[src/shared/uis_pkg.sv]
/*
 * Shared constants and types for the UART interrupt summary and receive
 * line status block: register offsets, bit positions, reset values and
 * the per-character status carrier.
 * Assumes one 8-bit register port driven by the serial control front end.
 */
package uis_pkg;

    // Register offsets on the 8-bit control port
    localparam logic [7:0] OFS_IRQ_SUMMARY = 8'h02;
    localparam logic [7:0] OFS_LINE_ERR_EN = 8'h03;
    localparam logic [7:0] OFS_LINE_STATUS = 8'h04;

    // Reset values
    localparam logic [7:0] RST_IRQ_SUMMARY = 8'h00;
    localparam logic [7:0] RST_LINE_ERR_EN = 8'h00;
    localparam logic [7:0] RST_ZERO = 8'h00;

    // Summary status bit positions
    localparam int ISR_LINE_ERR = 0;
    localparam int ISR_SPECIAL = 1;
    localparam int ISR_STATUS = 2;
    localparam int ISR_RX_LEVEL = 3;
    localparam int ISR_TX_LEVEL = 4;
    localparam int ISR_TX_EMPTY = 5;
    localparam int ISR_RX_EMPTY = 6;
    localparam int ISR_CTS_CHG = 7;

    // Line status bit positions (enable register uses bits 5..0 alike)
    localparam int LSR_STALE = 0;
    localparam int LSR_OVERRUN = 1;
    localparam int LSR_PARITY = 2;
    localparam int LSR_FRAMING = 3;
    localparam int LSR_BREAK = 4;
    localparam int LSR_NOISE = 5;
    localparam int LSR_CTS = 7;

    // Secondary mode control bit positions
    localparam int MODE_RX_LEVEL_INV = 2;
    localparam int MODE_RX_EMPTY_INV = 3;
    localparam int MODE_MULTIDROP = 6;

    // Width of the six line-error enables and the special causes
    localparam int LINE_ERR_BITS = 6;
    localparam int SPECIAL_BITS = 6;
    localparam int STATUS_BITS = 8;

    // FIFO level width (0..128 words)
    localparam int LEVEL_W = 8;

    // Stale data counter reset value
    localparam logic [7:0] STALE_CNT_RST = 8'h00;

    // Edges after reset before the clear-to-send chain holds pin values
    localparam logic [1:0] CTS_FILL_DONE = 2'h3;

    // Status that travels with each received character
    typedef struct packed {
        logic noise;
        logic brk;
        logic framing;
        logic parity;      // Parity mismatch, or ninth bit in multidrop
    } uis_char_status_t;

endpackage

[src/core/uis_irq_line_status.sv]
/*
 * Interrupt summary register, line error enable register and receive line
 * status register of one UART channel, plus the active-low interrupt pin.
 * Assumes the serial control front end issues one-cycle read and write
 * strobes with an 8-bit offset, and that FIFOs, receiver, mode and enable
 * registers kept elsewhere present their state on plain inputs.
 */
`timescale 1ns/1ps

module uis_irq_line_status (
    input wire logic sys_clk,
    input wire logic rst_b,
    // Register port from the serial control front end
    input wire logic [7:0] reg_addr,
    input wire logic reg_rd,
    input wire logic reg_wr,
    input wire logic [7:0] reg_wdata,
    output logic [7:0] reg_rdata,
    // Clear-to-send pin, asynchronous
    input wire logic cts_pin,
    // Receive side
    input wire logic rx_char_valid,
    input wire logic rx_fifo_full,
    input wire logic [7:0] rx_fifo_level,
    input wire logic rhr_read,
    input wire uis_pkg::uis_char_status_t rhr_status,
    input wire logic stale_tick,
    input wire logic [7:0] stale_data_limit,
    // Transmit side
    input wire logic [7:0] tx_fifo_level,
    // Configuration held elsewhere
    input wire logic [7:0] fifo_level_thresholds,
    input wire logic [7:0] secondary_mode_control,
    input wire logic [7:0] irq_out_enable_reg,
    input wire logic [5:0] special_char_cause_reg,
    input wire logic [5:0] special_char_route_enable,
    input wire logic [7:0] status_source_reg,
    input wire logic [7:0] status_route_enable,
    // Interrupt pin
    output logic irq_b
);

    // Register state
    logic [7:0] isr_reg;
    logic [7:0] isr_next;
    logic [5:0] line_err_en_reg;
    logic [5:0] line_err_en_next;
    uis_pkg::uis_char_status_t char_stat_reg;
    uis_pkg::uis_char_status_t char_stat_next;
    logic overrun_reg;
    logic overrun_next;
    logic stale_reg;
    logic stale_next;
    logic [7:0] stale_cnt_reg;
    logic [7:0] stale_cnt_next;
    logic [7:0] rdata_reg;
    logic [7:0] rdata_next;
    // Clear-to-send synchroniser and filtered level
    logic [2:0] cts_sync_reg;
    logic [2:0] cts_sync_next;
    // Counts the edges until the pin has reached the last stage
    logic [1:0] cts_fill_reg;
    logic [1:0] cts_fill_next;
    logic cts_level_reg, cts_level_next;
    logic cts_valid_reg, cts_valid_next;
    // Edge detectors for event-type sources
    logic tx_empty_prev_reg, tx_empty_prev_next;
    logic rx_lvl_prev_reg, rx_lvl_prev_next;

    logic isr_read;
    logic [7:0] lsr_view;
    logic [5:0] line_flags;
    logic cts_change;
    logic tx_empty_now;
    logic tx_lvl_hit;
    logic rx_lvl_cond;
    logic [7:0] tx_trig;
    logic [7:0] rx_trig;
    logic rx_fifo_empty;
    logic [7:0] set_bits;

    assign isr_read = reg_rd && (reg_addr == uis_pkg::OFS_IRQ_SUMMARY);

    // Trigger levels live in the two nibbles of the threshold register
    assign tx_trig = {4'h0, fifo_level_thresholds[3:0]};
    assign rx_trig = {4'h0, fifo_level_thresholds[7:4]};
    assign rx_fifo_empty = (rx_fifo_level == 8'h00);
    assign tx_empty_now = (tx_fifo_level == 8'h00);
    assign tx_lvl_hit = (tx_fifo_level >= tx_trig);
    assign rx_lvl_cond = (rx_fifo_level >= rx_trig)
        ^ secondary_mode_control[uis_pkg::MODE_RX_LEVEL_INV];

    // Clear-to-send: a change counts once stages two and three agree.
    // Nothing is judged until the pin has reached the third stage, so
    // the cleared chain after reset never poses as a pin level and no
    // false change follows reset.
    always_comb begin
        cts_sync_next = {cts_sync_reg[1:0], cts_pin};
        cts_fill_next = cts_fill_reg;
        if (cts_fill_reg != uis_pkg::CTS_FILL_DONE) begin
            cts_fill_next = cts_fill_reg + 2'h1;
        end
        cts_level_next = cts_level_reg;
        cts_valid_next = cts_valid_reg;
        cts_change = 1'b0;
        if (cts_fill_reg == uis_pkg::CTS_FILL_DONE
            && cts_sync_reg[1] == cts_sync_reg[2]) begin
            cts_level_next = cts_sync_reg[2];
            cts_valid_next = 1'b1;
            // First settle after reset is a level, not a transition
            cts_change = cts_valid_reg
                && (cts_sync_reg[2] != cts_level_reg);
        end
    end

    always_ff @(posedge sys_clk) begin
        if (!rst_b) begin
            cts_sync_reg <= 3'h0;
            cts_fill_reg <= 2'h0;
            cts_level_reg <= 1'b0;
            cts_valid_reg <= 1'b0;
        end else begin
            cts_sync_reg <= cts_sync_next;
            cts_fill_reg <= cts_fill_next;
            cts_level_reg <= cts_level_next;
            cts_valid_reg <= cts_valid_next;
        end
    end

    // Per-character line flags latch when a word leaves the FIFO; overrun sets when a word meets a full FIFO
    always_comb begin
        char_stat_next = char_stat_reg;
        overrun_next = overrun_reg;
        if (rhr_read) begin
            // Each read replaces the flags, so an error-free word clears
            // them and a break clears after the next word is read
            char_stat_next = rhr_status;
            overrun_next = 1'b0;
        end
        // Set wins over the read that would clear it
        if (rx_char_valid && rx_fifo_full) begin
            overrun_next = 1'b1;
        end
    end

    always_ff @(posedge sys_clk) begin
        if (!rst_b) begin
            char_stat_reg <= '0;
            overrun_reg <= 1'b0;
        end else begin
            char_stat_reg <= char_stat_next;
            overrun_reg <= overrun_next;
        end
    end

    // Stale data timer counts ticks while data waits in the FIFO
    always_comb begin
        stale_cnt_next = stale_cnt_reg;
        stale_next = stale_reg;
        if (rhr_read || rx_char_valid) begin
            stale_cnt_next = uis_pkg::STALE_CNT_RST;
            stale_next = 1'b0;
        end else if (stale_data_limit == 8'h00 || rx_fifo_empty) begin
            // Zero limit disables the flag altogether
            stale_cnt_next = uis_pkg::STALE_CNT_RST;
            stale_next = 1'b0;
        end else if (stale_tick && !stale_reg) begin
            // Counter saturates at the limit, so no wrap is possible
            if (stale_cnt_reg >= stale_data_limit) begin
                stale_next = 1'b1;
            end else begin
                stale_cnt_next = stale_cnt_reg + 8'h01;
            end
        end
    end

    always_ff @(posedge sys_clk) begin
        if (!rst_b) begin
            stale_cnt_reg <= uis_pkg::STALE_CNT_RST;
            stale_reg <= 1'b0;
        end else begin
            stale_cnt_reg <= stale_cnt_next;
            stale_reg <= stale_next;
        end
    end

    // Line status as software sees it
    always_comb begin
        lsr_view = uis_pkg::RST_ZERO;
        lsr_view[uis_pkg::LSR_CTS] = cts_level_reg;
        lsr_view[uis_pkg::LSR_NOISE] = char_stat_reg.noise;
        lsr_view[uis_pkg::LSR_BREAK] = char_stat_reg.brk;
        lsr_view[uis_pkg::LSR_FRAMING] = char_stat_reg.framing;
        // Ninth bit comes through the same carrier field in multidrop
        lsr_view[uis_pkg::LSR_PARITY] = char_stat_reg.parity;
        lsr_view[uis_pkg::LSR_OVERRUN] = overrun_reg;
        lsr_view[uis_pkg::LSR_STALE] = stale_reg;
    end

    assign line_flags = lsr_view[5:0];

    // Event sources feeding the summary register
    always_comb begin
        set_bits = 8'h00;
        set_bits[uis_pkg::ISR_LINE_ERR] =
            |(line_flags & line_err_en_reg);
        set_bits[uis_pkg::ISR_SPECIAL] =
            |(special_char_cause_reg & special_char_route_enable);
        set_bits[uis_pkg::ISR_STATUS] =
            |(status_source_reg & status_route_enable);
        set_bits[uis_pkg::ISR_RX_LEVEL] =
            rx_lvl_cond && !rx_lvl_prev_reg;
        set_bits[uis_pkg::ISR_TX_LEVEL] = tx_lvl_hit;
        set_bits[uis_pkg::ISR_TX_EMPTY] =
            tx_empty_now && !tx_empty_prev_reg;
        set_bits[uis_pkg::ISR_RX_EMPTY] = rx_fifo_empty
            ^ secondary_mode_control[uis_pkg::MODE_RX_EMPTY_INV];
        set_bits[uis_pkg::ISR_CTS_CHG] = cts_change;
    end

    // Summary register: read clears, a same-cycle event still lands
    always_comb begin
        isr_next = isr_reg;
        if (isr_read) begin
            isr_next = 8'h00;
        end
        if (!tx_lvl_hit) begin
            isr_next[uis_pkg::ISR_TX_LEVEL] = 1'b0;
        end
        // Pin enables take no part here
        isr_next = isr_next | set_bits;
        tx_empty_prev_next = tx_empty_now;
        rx_lvl_prev_next = rx_lvl_cond;
    end

    always_ff @(posedge sys_clk) begin
        if (!rst_b) begin
            isr_reg <= uis_pkg::RST_IRQ_SUMMARY;
            tx_empty_prev_reg <= 1'b1;
            rx_lvl_prev_reg <= 1'b0;
        end else begin
            isr_reg <= isr_next;
            tx_empty_prev_reg <= tx_empty_prev_next;
            rx_lvl_prev_reg <= rx_lvl_prev_next;
        end
    end

    // Line error enable register and read data
    always_comb begin
        line_err_en_next = line_err_en_reg;
        if (reg_wr && reg_addr == uis_pkg::OFS_LINE_ERR_EN) begin
            line_err_en_next = reg_wdata[5:0];
        end
        rdata_next = rdata_reg;
        if (reg_rd) begin
            case (reg_addr)
                uis_pkg::OFS_IRQ_SUMMARY: rdata_next = isr_reg;
                uis_pkg::OFS_LINE_ERR_EN:
                    rdata_next = {2'b00, line_err_en_reg};
                // Reading line status leaves every flag in place
                uis_pkg::OFS_LINE_STATUS: rdata_next = lsr_view;
                default: rdata_next = uis_pkg::RST_ZERO;
            endcase
        end
    end

    always_ff @(posedge sys_clk) begin
        if (!rst_b) begin
            line_err_en_reg <= uis_pkg::RST_LINE_ERR_EN[5:0];
            rdata_reg <= uis_pkg::RST_ZERO;
        end else begin
            line_err_en_reg <= line_err_en_next;
            rdata_reg <= rdata_next;
        end
    end

    assign reg_rdata = rdata_reg;

    // Pin looks at the next summary value so a clearing read drops it
    // in the read cycle itself instead of one cycle late
    assign irq_b = ~|(isr_next & irq_out_enable_reg);

endmodule

[config.mk]
export PLATFORM = sky130hd
export DESIGN_NAME = uis_irq_line_status
export DESIGN_NICKNAME = d
export VERILOG_FILES = /design/src/shared/uis_pkg.sv /design/src/core/uis_irq_line_status.sv
export SDC_FILE = /design/constraint.sdc
export NUM_CORES = 1
export LEC_CHECK = 0
export ABC_CLOCK_PERIOD_IN_PS = 3000
export BUFFER_PORTS_ARGS = -buffer_cell sky130_fd_sc_hd__buf_2
export CORE_ASPECT_RATIO = 1.75
export CORE_UTILIZATION = 46
export DETAILED_ROUTE_END_ITERATION = 12
export PLACE_DENSITY = 0.83
export SYNTH_ARGS = -nofsm -noshare
export SYNTH_HDL_FRONTEND = slang
export SYNTH_SLANG_ARGS = --single-unit
export TNS_END_PERCENT = 5
[constraint.sdc]
create_clock -name sys_clk -period 3 [get_ports sys_clk]
set_input_delay 0.15 -clock sys_clk [delete_from_list [all_inputs] [get_ports sys_clk]]
set_output_delay 0.15 -clock sys_clk [all_outputs]
set_load 0.02 [all_outputs]
# --- After elaboration in Yosys (flattened, before gate mapping) ---
# Index checks and enable logic that the tools add are counted.
classes:
  add_sub_neg: 2
  order_cmp: 3
  n_eq_ne: 7
  n_mux: 6
  n_bitwise: 9
  reduce_logical: 25
ops:
  columns: ["cell", "n"]
  rows:
  - ["$logic_not 8->1", 3]
  - ["$pmux 8 s3", 1]
  - ["$and 8x8->8", 2]
  - ["$eq 8x2->1 const B", 2]
  - ["$ge 8x4->1", 2]
  - ["$reduce_or 8->1", 2]
  - ["$and 6x6->6", 2]
  - ["$reduce_or 6->1", 2]
  - ["$add 8x1->8 const B", 1]
  - ["$eq 8x3->1 const B", 1]
  - ["$ge 8x8->1", 1]
  - ["$logic_and 1x1->1", 8]
  - ["$mux 8", 1]
  - ["$or 8x8->8", 1]
  - ["$logic_not 1->1", 4]
  - ["$mux 1", 4]
  - ["$reduce_and 2->1", 2]
  - ["$reduce_or 3->1", 1]
  - ["$add 2x1->2 const B", 1]
  - ["$eq 2x2->1 const B", 1]
  - ["$logic_or 1x1->1", 2]
  - ["$ne 2x2->1 const B", 1]
  - ["$not 1->1", 2]
  - ["$reduce_bool 2->1", 1]
  - ["3 further kinds", 4]
word_totals:
  register_bits: 45
  input_bits: 105
  out_inout_bits: 9

# --- Longest topological paths before layout ---
# Gate-level depths: netlist of the first run.
logic_depth:
  word_depth: 8
  mapped_depth: 9
  mapped_depth_nobuf: 8

# --- Least setup slack after synthesis of the first run ---
# OpenSTA, ideal clock, no wires.
synth_path:
  kind: "register -> register"
  startpoint: "reg stale_cnt_reg[5]"
  endpoint: "reg stale_cnt_reg[7]"
  arrival_ps: 2122
  path_slack_ps: 804
  path_stages_with_launch: 8
  path_buffers: 0
  period_less_slack_ps: 2196
  cell_sequence: "dfxtp_1 -> ha_1 -> a21o_1 -> a21o_1 -> a2111oi_0 -> a21bo_2 -> or4_1 -> a21oi_1"
synth_between:
  elab_chain_len: 3
  word_cells_on_any_way: 4
  cone_classes: "1 x add/sub; 1 x order compare; 1 x bitwise; 1 x reduce/logical"
synth_rtl:
  columns: ["element", "line_no", "rtl"]
  rows:
  - ["start: declaration", "uis_irq_line_status.sv:54", "logic [7:0] stale_cnt_reg;"]
  - ["start signal: assignment", "uis_irq_line_status.sv:179", "stale_cnt_reg <= uis_pkg::STALE_CNT_RST;"]
  - ["start signal: assignment", "uis_irq_line_status.sv:182", "stale_cnt_reg <= stale_cnt_next;"]
  - ["$ge 8x8->1", "uis_irq_line_status.sv:169", "if (stale_cnt_reg >= stale_data_limit) begin"]
  - ["$not 1->1 (no line)", null, null]
  - ["$reduce_and 2->1 (no line)", null, null]
# Several ways; a longest one is shown, not always the timed one.
# A chain may end at the register's enable or synchronous reset.

# --- Worst setup path in the final report of the first run ---
# Same ends and word-level chain as after synthesis.

==> flow_summary.toml, run 1 <==
[cells_and_area]
n_antenna_cell = 0
design_area_mm2 = 0.00309
fin_cells = 435
regArea_um2 = 901
final_layout_size_suffix_gt1_share_pct = 31.5
nFillCells = 447
nets = 504
syn_to_final_growth_pct = 28.1
multiInputGateArea_mm2 = 0.00137

[clocking]
cts_setup_buffers = 0
cts_tree = "done"
cts_resized = 0
clock_path_buffers = 2
cts_root_buf = "clkbuf_8"
clk_latency_ns = 0.31
cts_made_buffers = 5
ctsHoldBuffers = 0
ctsHtreeMaxLevel = 2
clk_pin_slew_ns = 0.08
cts_sinks = 45

[flow_run]
cap_violations = 0

[worst_setup_path]
crit_end = "stale_cnt_reg[7]"
crit_family = "compound AO/OA/AOI/OAI gates"
worst-path-stages = 7
critical_path.endpoint_type = "flip-flop"
path_common_cell = "a21o_1"
regToRegSetupSlack_ns = 0.56
r2r_end = "stale_cnt_reg[7]"
max_stage_delay_ns = 0.52
cp_data_required_time_ns = 3.24
cp_max_fo = 14
cp.arrival_ns = 2.68
cp-start-kind = "flip-flop"
crit_buf_inv = 0
cp-startpoint = "stale_cnt_reg[5]"
critPathKind = "flip-flop to flip-flop"
slowest_stage = "or4_1"
cp_cell_sequence = "ha_1 -> a21o_1 -> a21o_1 -> a2111oi_0 -> a21bo_2 -> or4_1 -> a21oi_1"
crit-reg2reg-launch = "stale_cnt_reg[5]"
r2r.worst_path.cells = 7

[drt]
detail_route.wl_per_cell_um = 13.9
ant_nets = 0
vias_per_cell = 5.66
drtIter0Drc = 135
dr.pass1.iters = 12
routed_wl_um = 6030
vias = 2460
drc_errors = 4

[sta]
drv_slew = 0
worstMarginPinSlew_ns = 0.862
fin_skew_ns = 0.00914
tns_ns = 0
rsz0062_at_grt = "no"
setup_viol = 0
max-slew-margin-rel_pct = 42.1
period_share_pct = 81.3
final-hold-violation-count = 0
finalCriticalPeriod_ns = 2.44
max_freq_ghz = 0.410

[global_route]
use_met3_pct = 3.97
grt-busiest-layer = "met2"
grt.overflow.total = 0
met2_usage_pct = 45.1
grt_pass1_vias = 2365
antenna_found_initial = 0
grt_max_degree = 27
grt_usage_pct = 22.4
grtUsageMet1_pct = 21.1
grt_pass1_wl_um = 9680

[placement]
dpl.cell_count = 428
gp_congestion = 0.794
postPlaceCellArea_mm2 = 0.00298
port_buffers = 105
hpwl_um = 4950

[die]
core_mm2 = 0.00502
io_pins = 114
die_w_um = 56.7
die_area_mm2 = 0.00555
rows = 34
start_util_pct = 48.0
die_y_um = 97.8

[synth]
ys_ff_latch = 45
synth_edf_count = 0
ys.flop_type = "dfxtp_1"
synth.top_cells.by_area = "dfxtp_1 37%, ha_1 9.3%, mux2i_1 5.0%"
synth_area_per_cell_um2 = 8.80
synth_cells = 274
async_flop_share_pct = 0
synth.yosys.warnings = 0
yosysSeqAreaShare_pct = 37.4
netlist_area_mm2 = 0.00241
synth_commonest_cells = "45 x dfxtp_1, 30 x nor2_1, 26 x inv_1, 18 x ha_1, 16 x a21oi_1"
synth_cell_type_count = 46
syn_nets = 397
yosysMostFrequentCell = "dfxtp_1"
synth_top_cell_by_area = "dfxtp_1"
yosysTopAreaCellShare_pct = 37.4

[status]
outcome = "complete, but fails checks"
violations = "DRC"

[worst_hold_path]
hp-start = "cts_pin"
hp-class = "input port to flip-flop"

[power]
total_power_w = 0.00125
ir_worst_vdd_mv = 0.237
p_per_area_mw_per_mm2 = 404
leakagePower_nw = 1.46
-- worst reg2reg max path: cells and delay by family, from the launching register on --
family	cells	cell delay, ns
fa+ha+maj	1	0.27
flops	1	0.39
compound gates	5	1.20
simple gates	1	0.52
-- where the power goes --
group / internal, W / switching, W
clock: 0.000242 / 0.000200
combinational: 0.0000908 / 0.0000830
sequential: 0.000617 / 0.0000137
-- stage by stage --
| step | worst slack (ns) | hold slack, ns | utilization, % |
|---|---|---|---|
| 2_1_floorplan | 0.804 | 0.277 | - |
| 3_5_place_dp | 0.567 | 0.360 | 59.4 |
| 4_1_cts | 0.543 | 0.0411 | 61.5 |
| 6_report | 0.560 | 0.0436 | 61.5 |
| 5_1_grt | 0.382 | 0.0372 | 61.5 |
| 3_3_place_gp | 0.672 | 0.355 | 59.4 |
-- worst min-delay path by stage --
| stage | endpoint | slack (ns) | depth (start not counted) |
|---|---|---|---|
| finish | cts_sync_reg[0] | 0.04 | 2 |
| global route | cts_sync_reg[0] | 0.04 | 2 |
| floorplan | cts_sync_reg[0] | 0.28 | 1 |
| global placement | cts_sync_reg[0] | 0.35 | 2 |
| CTS | cts_sync_reg[0] | 0.04 | 2 |
| detailed placement | cts_sync_reg[0] | 0.36 | 2 |
-- per-layer routing --
| layer | up-vias | share of wire [%] |
|---|---|---|
| li1 | 1213 | - |
| met1 | 1142 | 36 |
| met2 | 94 | 56 |
| met3 | 11 | 5.3 |
| met4 | 0 | 2.0 |
| met5 | - | 0 |
-- final cells by class --
class / instances / area share [%]
clock buffer: 5 / 2.23
clock inverter: 2 / 1.13
inverter: 27 / 3.28
multi-input combinational: 195 / 44.5
sequential: 45 / 29.2
tap: 54 / 2.19
timing repair buffer: 107 / 17.5
-- placed cells by master, fill, tap and decap left out, drive strengths merged, types with 2 or more instances in the layout --
cell type and count:
buf 107, dfxtp 45, nor2 30, inv 26
ha 18, a21oi 16, nand2 14, mux2i 12
a22oi 11, and2 11, o21ai 10, a222oi 8
nor4 8, nand2b 6, nand3 6, clkbuf 5
xnor2 4, a21o 4, or3 4, o22ai 3
a2bb2oi 3, nand4 3, a211oi 3, or4 3
nor3 2, o2bb2ai 2, o31ai 2, clkinv 2
-- cell families after synthesis --
logic type	share of synthesized area, %
buffers and inverters	5.66
and+or+nand+nor	19.7
AOI/OAI and AO/OA	21.2
DFF	37.4
adders and majority gates	9.34
xor gates and xnor gates	1.82
muxes	4.98
No activity file was read; power rests on OpenSTA's default activity.
==> run 2: changes to the inputs <==
--- a/config.mk
+++ b/config.mk
@@ -5,12 +5,13 @@
 export SDC_FILE = /design/constraint.sdc
 export NUM_CORES = 1
 export LEC_CHECK = 0
-export ABC_CLOCK_PERIOD_IN_PS = 3000
+export ABC_AREA = 1
+export ABC_CLOCK_PERIOD_IN_PS = 1990
 export BUFFER_PORTS_ARGS = -buffer_cell sky130_fd_sc_hd__buf_2
 export CORE_ASPECT_RATIO = 1.75
-export CORE_UTILIZATION = 46
+export CORE_UTILIZATION = 43
 export DETAILED_ROUTE_END_ITERATION = 12
-export PLACE_DENSITY = 0.83
+export PLACE_DENSITY = 0.8
 export SYNTH_ARGS = -nofsm -noshare
 export SYNTH_HDL_FRONTEND = slang
 export SYNTH_SLANG_ARGS = --single-unit
==> constraint.sdc (replaced) <==
create_clock -name sys_clk -period 1.99 [get_ports sys_clk]
set_input_delay 0.0995 -clock sys_clk [delete_from_list [all_inputs] [get_ports sys_clk]]
set_output_delay 0.0995 -clock sys_clk [all_outputs]
set_load 0.02 [all_outputs]
==> flow_summary.toml, run 2 <==
[status]
outcome = "completed"

[die]
core_mm2 = 0.00597
die_area_mm2 = 0.00659
io_pins = 114
die_w_um = 61.8
start_util_pct = 45.1
rows = 37
die_y_um = 107

[flow_run]
cap_violations = 0

[cells_and_area]
syn_to_final_growth_pct = 27.7
n_antenna_cell = 0
final_layout_size_suffix_gt1_share_pct = 27.8
final_common_cell = "nand2_1"
nets = 633
final_cell_mix = "124 x nand2_1, 105 x buf_2, 49 x nor2_1"

[global_route]
grt_max_degree = 20
grt_usage_pct = 21.3
antenna_found_initial = 0
grt.overflow.total = 0
grt_pass1_vias = 2899
grt_pass1_wl_um = 10800

[placement]
port_buffers = 105
hpwl_um = 5520
gp_congestion = 0.835

[sta]
fin_skew_ns = 0.0113
worstMarginPinSlew_ns = 0.367
max-slew-margin-rel_pct = 75.4
drv_slew = 0
finalCriticalPeriod_ns = 1.82
final-hold-violation-count = 0
tns_ns = 0
max_freq_ghz = 0.551
rsz0062_at_grt = "no"
setup_viol = 0
hold_ws_ns = 0.0288
period_share_pct = 91.2

[drt]
routed_wl_um = 6590
dr.pass1.iters = 6
drc_errors = 0
detail_route.wl_per_cell_um = 11.2
ant_nets = 0
vias_per_cell = 4.98
vias = 2931
drtIter0Drc = 70

[synth]
synth_cell_type_count = 32
async_flop_share_pct = 0
yosysSeqAreaShare_pct = 33.5
synth_compound_area_share_pct = 9.99
synth_edf_count = 0
yosys.area_share.simple_pct = 37.4
synth_top_cell_by_area = "dfxtp_1"
netlist_area_mm2 = 0.00269
synth_top_family_by_area = "simple AND/OR/NAND/NOR gates"
synth_commonest_cells = "124 x nand2_1, 49 x nor2_1, 45 x dfxtp_1, 41 x inv_1, 29 x a21oi_1"
yosysMostFrequentCell = "nand2_1"
synthMuxAreaShare_pct = 0
synth-xor-area-share_pct = 2.28
synth.top_cells.by_area = "dfxtp_1 33%, nand2_1 17%, ha_1 8.4%"
synthAdderAreaFrac_pct = 8.36
syn_nets = 521
synth_cells = 398
synth.yosys.warnings = 0
ys_ff_latch = 45
yosysTopAreaCellShare_pct = 33.5
synth_area_per_cell_um2 = 6.77
ys.flop_type = "dfxtp_1"

[clocking]
ctsHtreeMaxLevel = 2
cts_tree = "done"
cts_root_buf = "clkbuf_8"
clk_pin_slew_ns = 0.09
cts_sinks = 45
clock_path_buffers = 2
cts_made_buffers = 5
clk_latency_ns = 0.30
cts_setup_buffers = 0

[worst_setup_path]
max_stage_delay_ns = 0.35
cp.arrival_ns = 1.72
cp_cell_sequence = "ha_1 -> o21ai_1 -> a21oi_1 -> nand2_1 -> nand2_1 -> nand2_1 -> nand4_1 -> nor2_1 -> buf_2"
cp-start-kind = "flip-flop"
slowest_stage = "dfxtp_1"
crit_family = "simple AND/OR/NAND/NOR gates"
path_common_cell = "nand2_1"
critical_path.endpoint_type = "output pin"
critPathKind = "flip-flop to output pin"
cp_max_fo = 4
cp_data_required_time_ns = 1.89
crit_buf_inv = 1

[power]
leakagePower_nw = 1.81
total_power_w = 0.00196
ir_worst_vdd_mv = 0.363
p_per_area_mw_per_mm2 = 570

[worst_hold_path]
hp-class = "input port to flip-flop"
[run 2: power by group]
group | switching [W] | internal [W] | total, W
registers | 0.0000232 | 0.000938 | 0.000961
clock network | 0.000311 | 0.000376 | 0.000687
logic | 0.000167 | 0.000147 | 0.000314
total | 0.000502 | 0.00146 | 0.00196
[run 2: timing repair]
| item | in CTS | in global routing |
|---|---|---|
| resized for setup | 0 | 0 |
| hold buffers | 1 | 0 |
| hold endpoints to repair | 1 | 0 |
[run 2: metrics by stage]
stage,utilization [%],worst slack (ns),instances,cell area (um^2)
global placement,55.5,0.349,580,3310
detailed placement,55.5,0.273,580,3310
CTS,57.6,0.164,589,3440
floorplan,-,0.461,398,2690
finish,57.6,0.175,589,3440
global route,57.6,0.0339,589,3440
[run 2: tightest hold or removal path, cell delays in order]
cell	delay, ns
buf_2	0.07
o21ai_1	0.05
nor2_1	0.07
[run 2: final cells by class]
class / count / area [um^2]
fillers: 573 / 2530
repair buffers: 109 / 558
clock buffers: 5 / 68.8
flip-flops and latches: 45 / 901
clock inverters: 3 / 46.3
multi-input cells: 296 / 1560
inverters: 53 / 206
well taps: 78 / 97.6
[run 2: routing by layer]
layer	vias up	global-route usage, %	routed length [um]
met1	1294	18.9	2340
li1	1501	-	-
met3	29	3.62	298
met2	107	40.9	3620
met4	0	12.7	333
met5	-	0	0
[run 2: cells by family after synthesis]
| group | after synthesis |
|---|---|
| xor gates and xnor gates | 7 |
| and+or+nand+nor | 221 |
| buffers and inverters | 57 |
| AOI/OAI and AO/OA | 50 |
| adders and majority gates | 18 |
| DFF | 45 |
[run 2: final timing paths]
path	from	endpoint	slack, ns	cells past startpoint
setup / recovery	cts_fill_reg[0]	irq_b	0.17	9
hold / removal	reg_wdata[1]	line_err_en_reg[1]	0.03	3
setup reg to reg	stale_cnt_reg[5]	stale_cnt_reg[1]	0.27	7
hold reg to reg	cts_sync_reg[1]	cts_sync_reg[2]	0.41	2
==> run 3: changes to the inputs <==
--- a/config.mk
+++ b/config.mk
@@ -8,10 +8,13 @@
 export ABC_AREA = 1
 export ABC_CLOCK_PERIOD_IN_PS = 1990
 export BUFFER_PORTS_ARGS = -buffer_cell sky130_fd_sc_hd__buf_2
+export CELL_PAD_IN_SITES_DETAIL_PLACEMENT = 1
+export CELL_PAD_IN_SITES_GLOBAL_PLACEMENT = 2
 export CORE_ASPECT_RATIO = 1.75
-export CORE_UTILIZATION = 43
+export CORE_UTILIZATION = 22
 export DETAILED_ROUTE_END_ITERATION = 12
-export PLACE_DENSITY = 0.8
+export GPL_TIMING_DRIVEN = 0
+export PLACE_DENSITY_LB_ADDON = 0.1
 export SYNTH_ARGS = -nofsm -noshare
 export SYNTH_HDL_FRONTEND = slang
 export SYNTH_SLANG_ARGS = --single-unit
==> flow_summary.toml, run 3 (synthesis gave the netlist of run 2 again) <==
[status]
outcome = "completed"

[worst_setup_path]
regToRegSetupSlack_ns = 0.17
crit_end = "stale_cnt_reg[3]"
critical_path.endpoint_type = "flip-flop"
cp_max_fo = 7
path_common_cell = "a21oi_1"
worst-path-stages = 7
slowest_stage = "dfxtp_1"
r2r_end = "stale_cnt_reg[3]"
r2r.worst_path.cells = 7
cp-startpoint = "stale_cnt_reg[5]"
cp-start-kind = "flip-flop"
critPathKind = "flip-flop to flip-flop"
cp.arrival_ns = 2.04
crit_family = "simple AND/OR/NAND/NOR gates"
cp_cell_sequence = "ha_1 -> a21oi_1 -> nor2_1 -> nor3_4 -> buf_4 -> nand4_1 -> a21oi_1"
crit_buf_inv = 1
cp_data_required_time_ns = 2.21
crit-reg2reg-launch = "stale_cnt_reg[5]"
max_stage_delay_ns = 0.43

[sta]
drv_slew = 0
tns_ns = 0
setup_viol = 0
period_share_pct = 91.5
rsz0062_at_grt = "no"
max_freq_ghz = 0.549
final-hold-violation-count = 0
fin_skew_ns = 0.00650
finalCriticalPeriod_ns = 1.82
max-slew-margin-rel_pct = 50.4
worstMarginPinSlew_ns = 0.741

[drt]
routed_wl_um = 8470
drc_errors = 0
dr.pass1.iters = 4
drtIter0Drc = 74
vias = 2901
detail_route.wl_per_cell_um = 13.0
vias_per_cell = 4.46
ant_nets = 0

[power]
ir_worst_vdd_mv = 0.336
total_power_w = 0.00217
p_per_area_mw_per_mm2 = 605
leakagePower_nw = 1.84

[clocking]
ctsHtreeMaxLevel = 2
cts_tree = "done"
clk_pin_slew_ns = 0.07
cts_sinks = 45
cts_made_buffers = 5
clock_path_buffers = 2
clk_latency_ns = 0.29
cts_root_buf = "clkbuf_16"

[cells_and_area]
final_layout_size_suffix_gt1_share_pct = 27.9
multiInputGateArea_mm2 = 0.00157
final_common_cell = "nand2_1"
syn_to_final_growth_pct = 33.0
regArea_um2 = 901
n_antenna_cell = 0
final_cell_mix = "124 x nand2_1, 104 x buf_2, 49 x nor2_1"
nets = 635
nFillCells = 1560

[die]
io_pins = 114
core_mm2 = 0.0119
die_y_um = 148
die_area_mm2 = 0.0127
rows = 53
die_w_um = 85.6
start_util_pct = 22.6

[placement]
port_buffers = 103
hpwl_um = 7170
gp_congestion = 0.756

[global_route]
grt_pass1_vias = 2981
grt_usage_pct = 13.9
grt.overflow.total = 0
grt_max_degree = 14
antenna_found_initial = 0
grt_pass1_wl_um = 13800

[flow_run]
cap_violations = 0

[worst_hold_path]
hp-class = "input port to flip-flop"
[run 3: repair_timing]
item                       CTS  global route
setup buffers                0             3
hold buffers                 1             0
hold endpoints to repair     1             0
gates resized for setup      0             2
setup endpoints to repair    0             9
[run 3: worst min-delay path by stage]
stage | from | to | slack [ns] | cells past startpoint
5_1_grt | rhr_status[1] | char_stat_reg[1] | 0.07 | 3
6_report | rhr_status[1] | char_stat_reg[1] | 0.05 | 3
3_5_place_dp | cts_pin | cts_sync_reg[0] | 0.29 | 3
2_1_floorplan | cts_pin | cts_sync_reg[0] | 0.20 | 2
4_1_cts | rhr_status[3] | char_stat_reg[3] | 0.05 | 3
3_3_place_gp | cts_pin | cts_sync_reg[0] | 0.28 | 3
[run 3: worst register-to-register path, cell delays in order (launching register included)]
cell	delay, ns
dfxtp_1	0.43
ha_1	0.28
a21oi_1	0.14
nor2_1	0.08
nor3_4	0.36
buf_4	0.20
nand4_1	0.08
a21oi_1	0.18
[run 3: metrics by stage]
step | area, um^2 | cells | utilization [%] | hold slack (ns) | setup slack (ns)
2_1_floorplan | 2690 | 398 | - | 0.197 | 0.461
3_3_place_gp | 3380 | 638 | 28.3 | 0.285 | 0.0654
3_5_place_dp | 3380 | 638 | 28.3 | 0.289 | 0.0401
4_1_cts | 3550 | 647 | 29.7 | 0.0523 | 0.0311
5_1_grt | 3580 | 650 | 30.0 | 0.0713 | 0.0427
6_report | 3580 | 650 | 30.0 | 0.0511 | 0.170
[run 3: layer usage]
layer,vias to the layer above,GRT usage [%],part of all wire [%]
li1,1503,-,-
met1,1343,13.5,37
met2,49,29.4,59
met3,6,2.05,3.1
met4,0,3.50,1.1
met5,-,0,0
[run 3: layout make-up]
cell class              count  share of cell area [%]
flip-flops and latches     45                    25.2
clock buffers               7                    4.26
multi-input cells         296                    43.9
repair buffers            107                    15.3
inverters                  53                    5.77
clock inverters             1                   0.140
well taps                 137                    4.79
plain buffers               4                   0.664
[run 3: power breakdown]
group,switching [W],internal (W),leakage [nW]
Combinational,0.000174,0.000148,1.39
Clock,0.000351,0.000532,0.0799
Sequential,0.0000228,0.000939,0.367
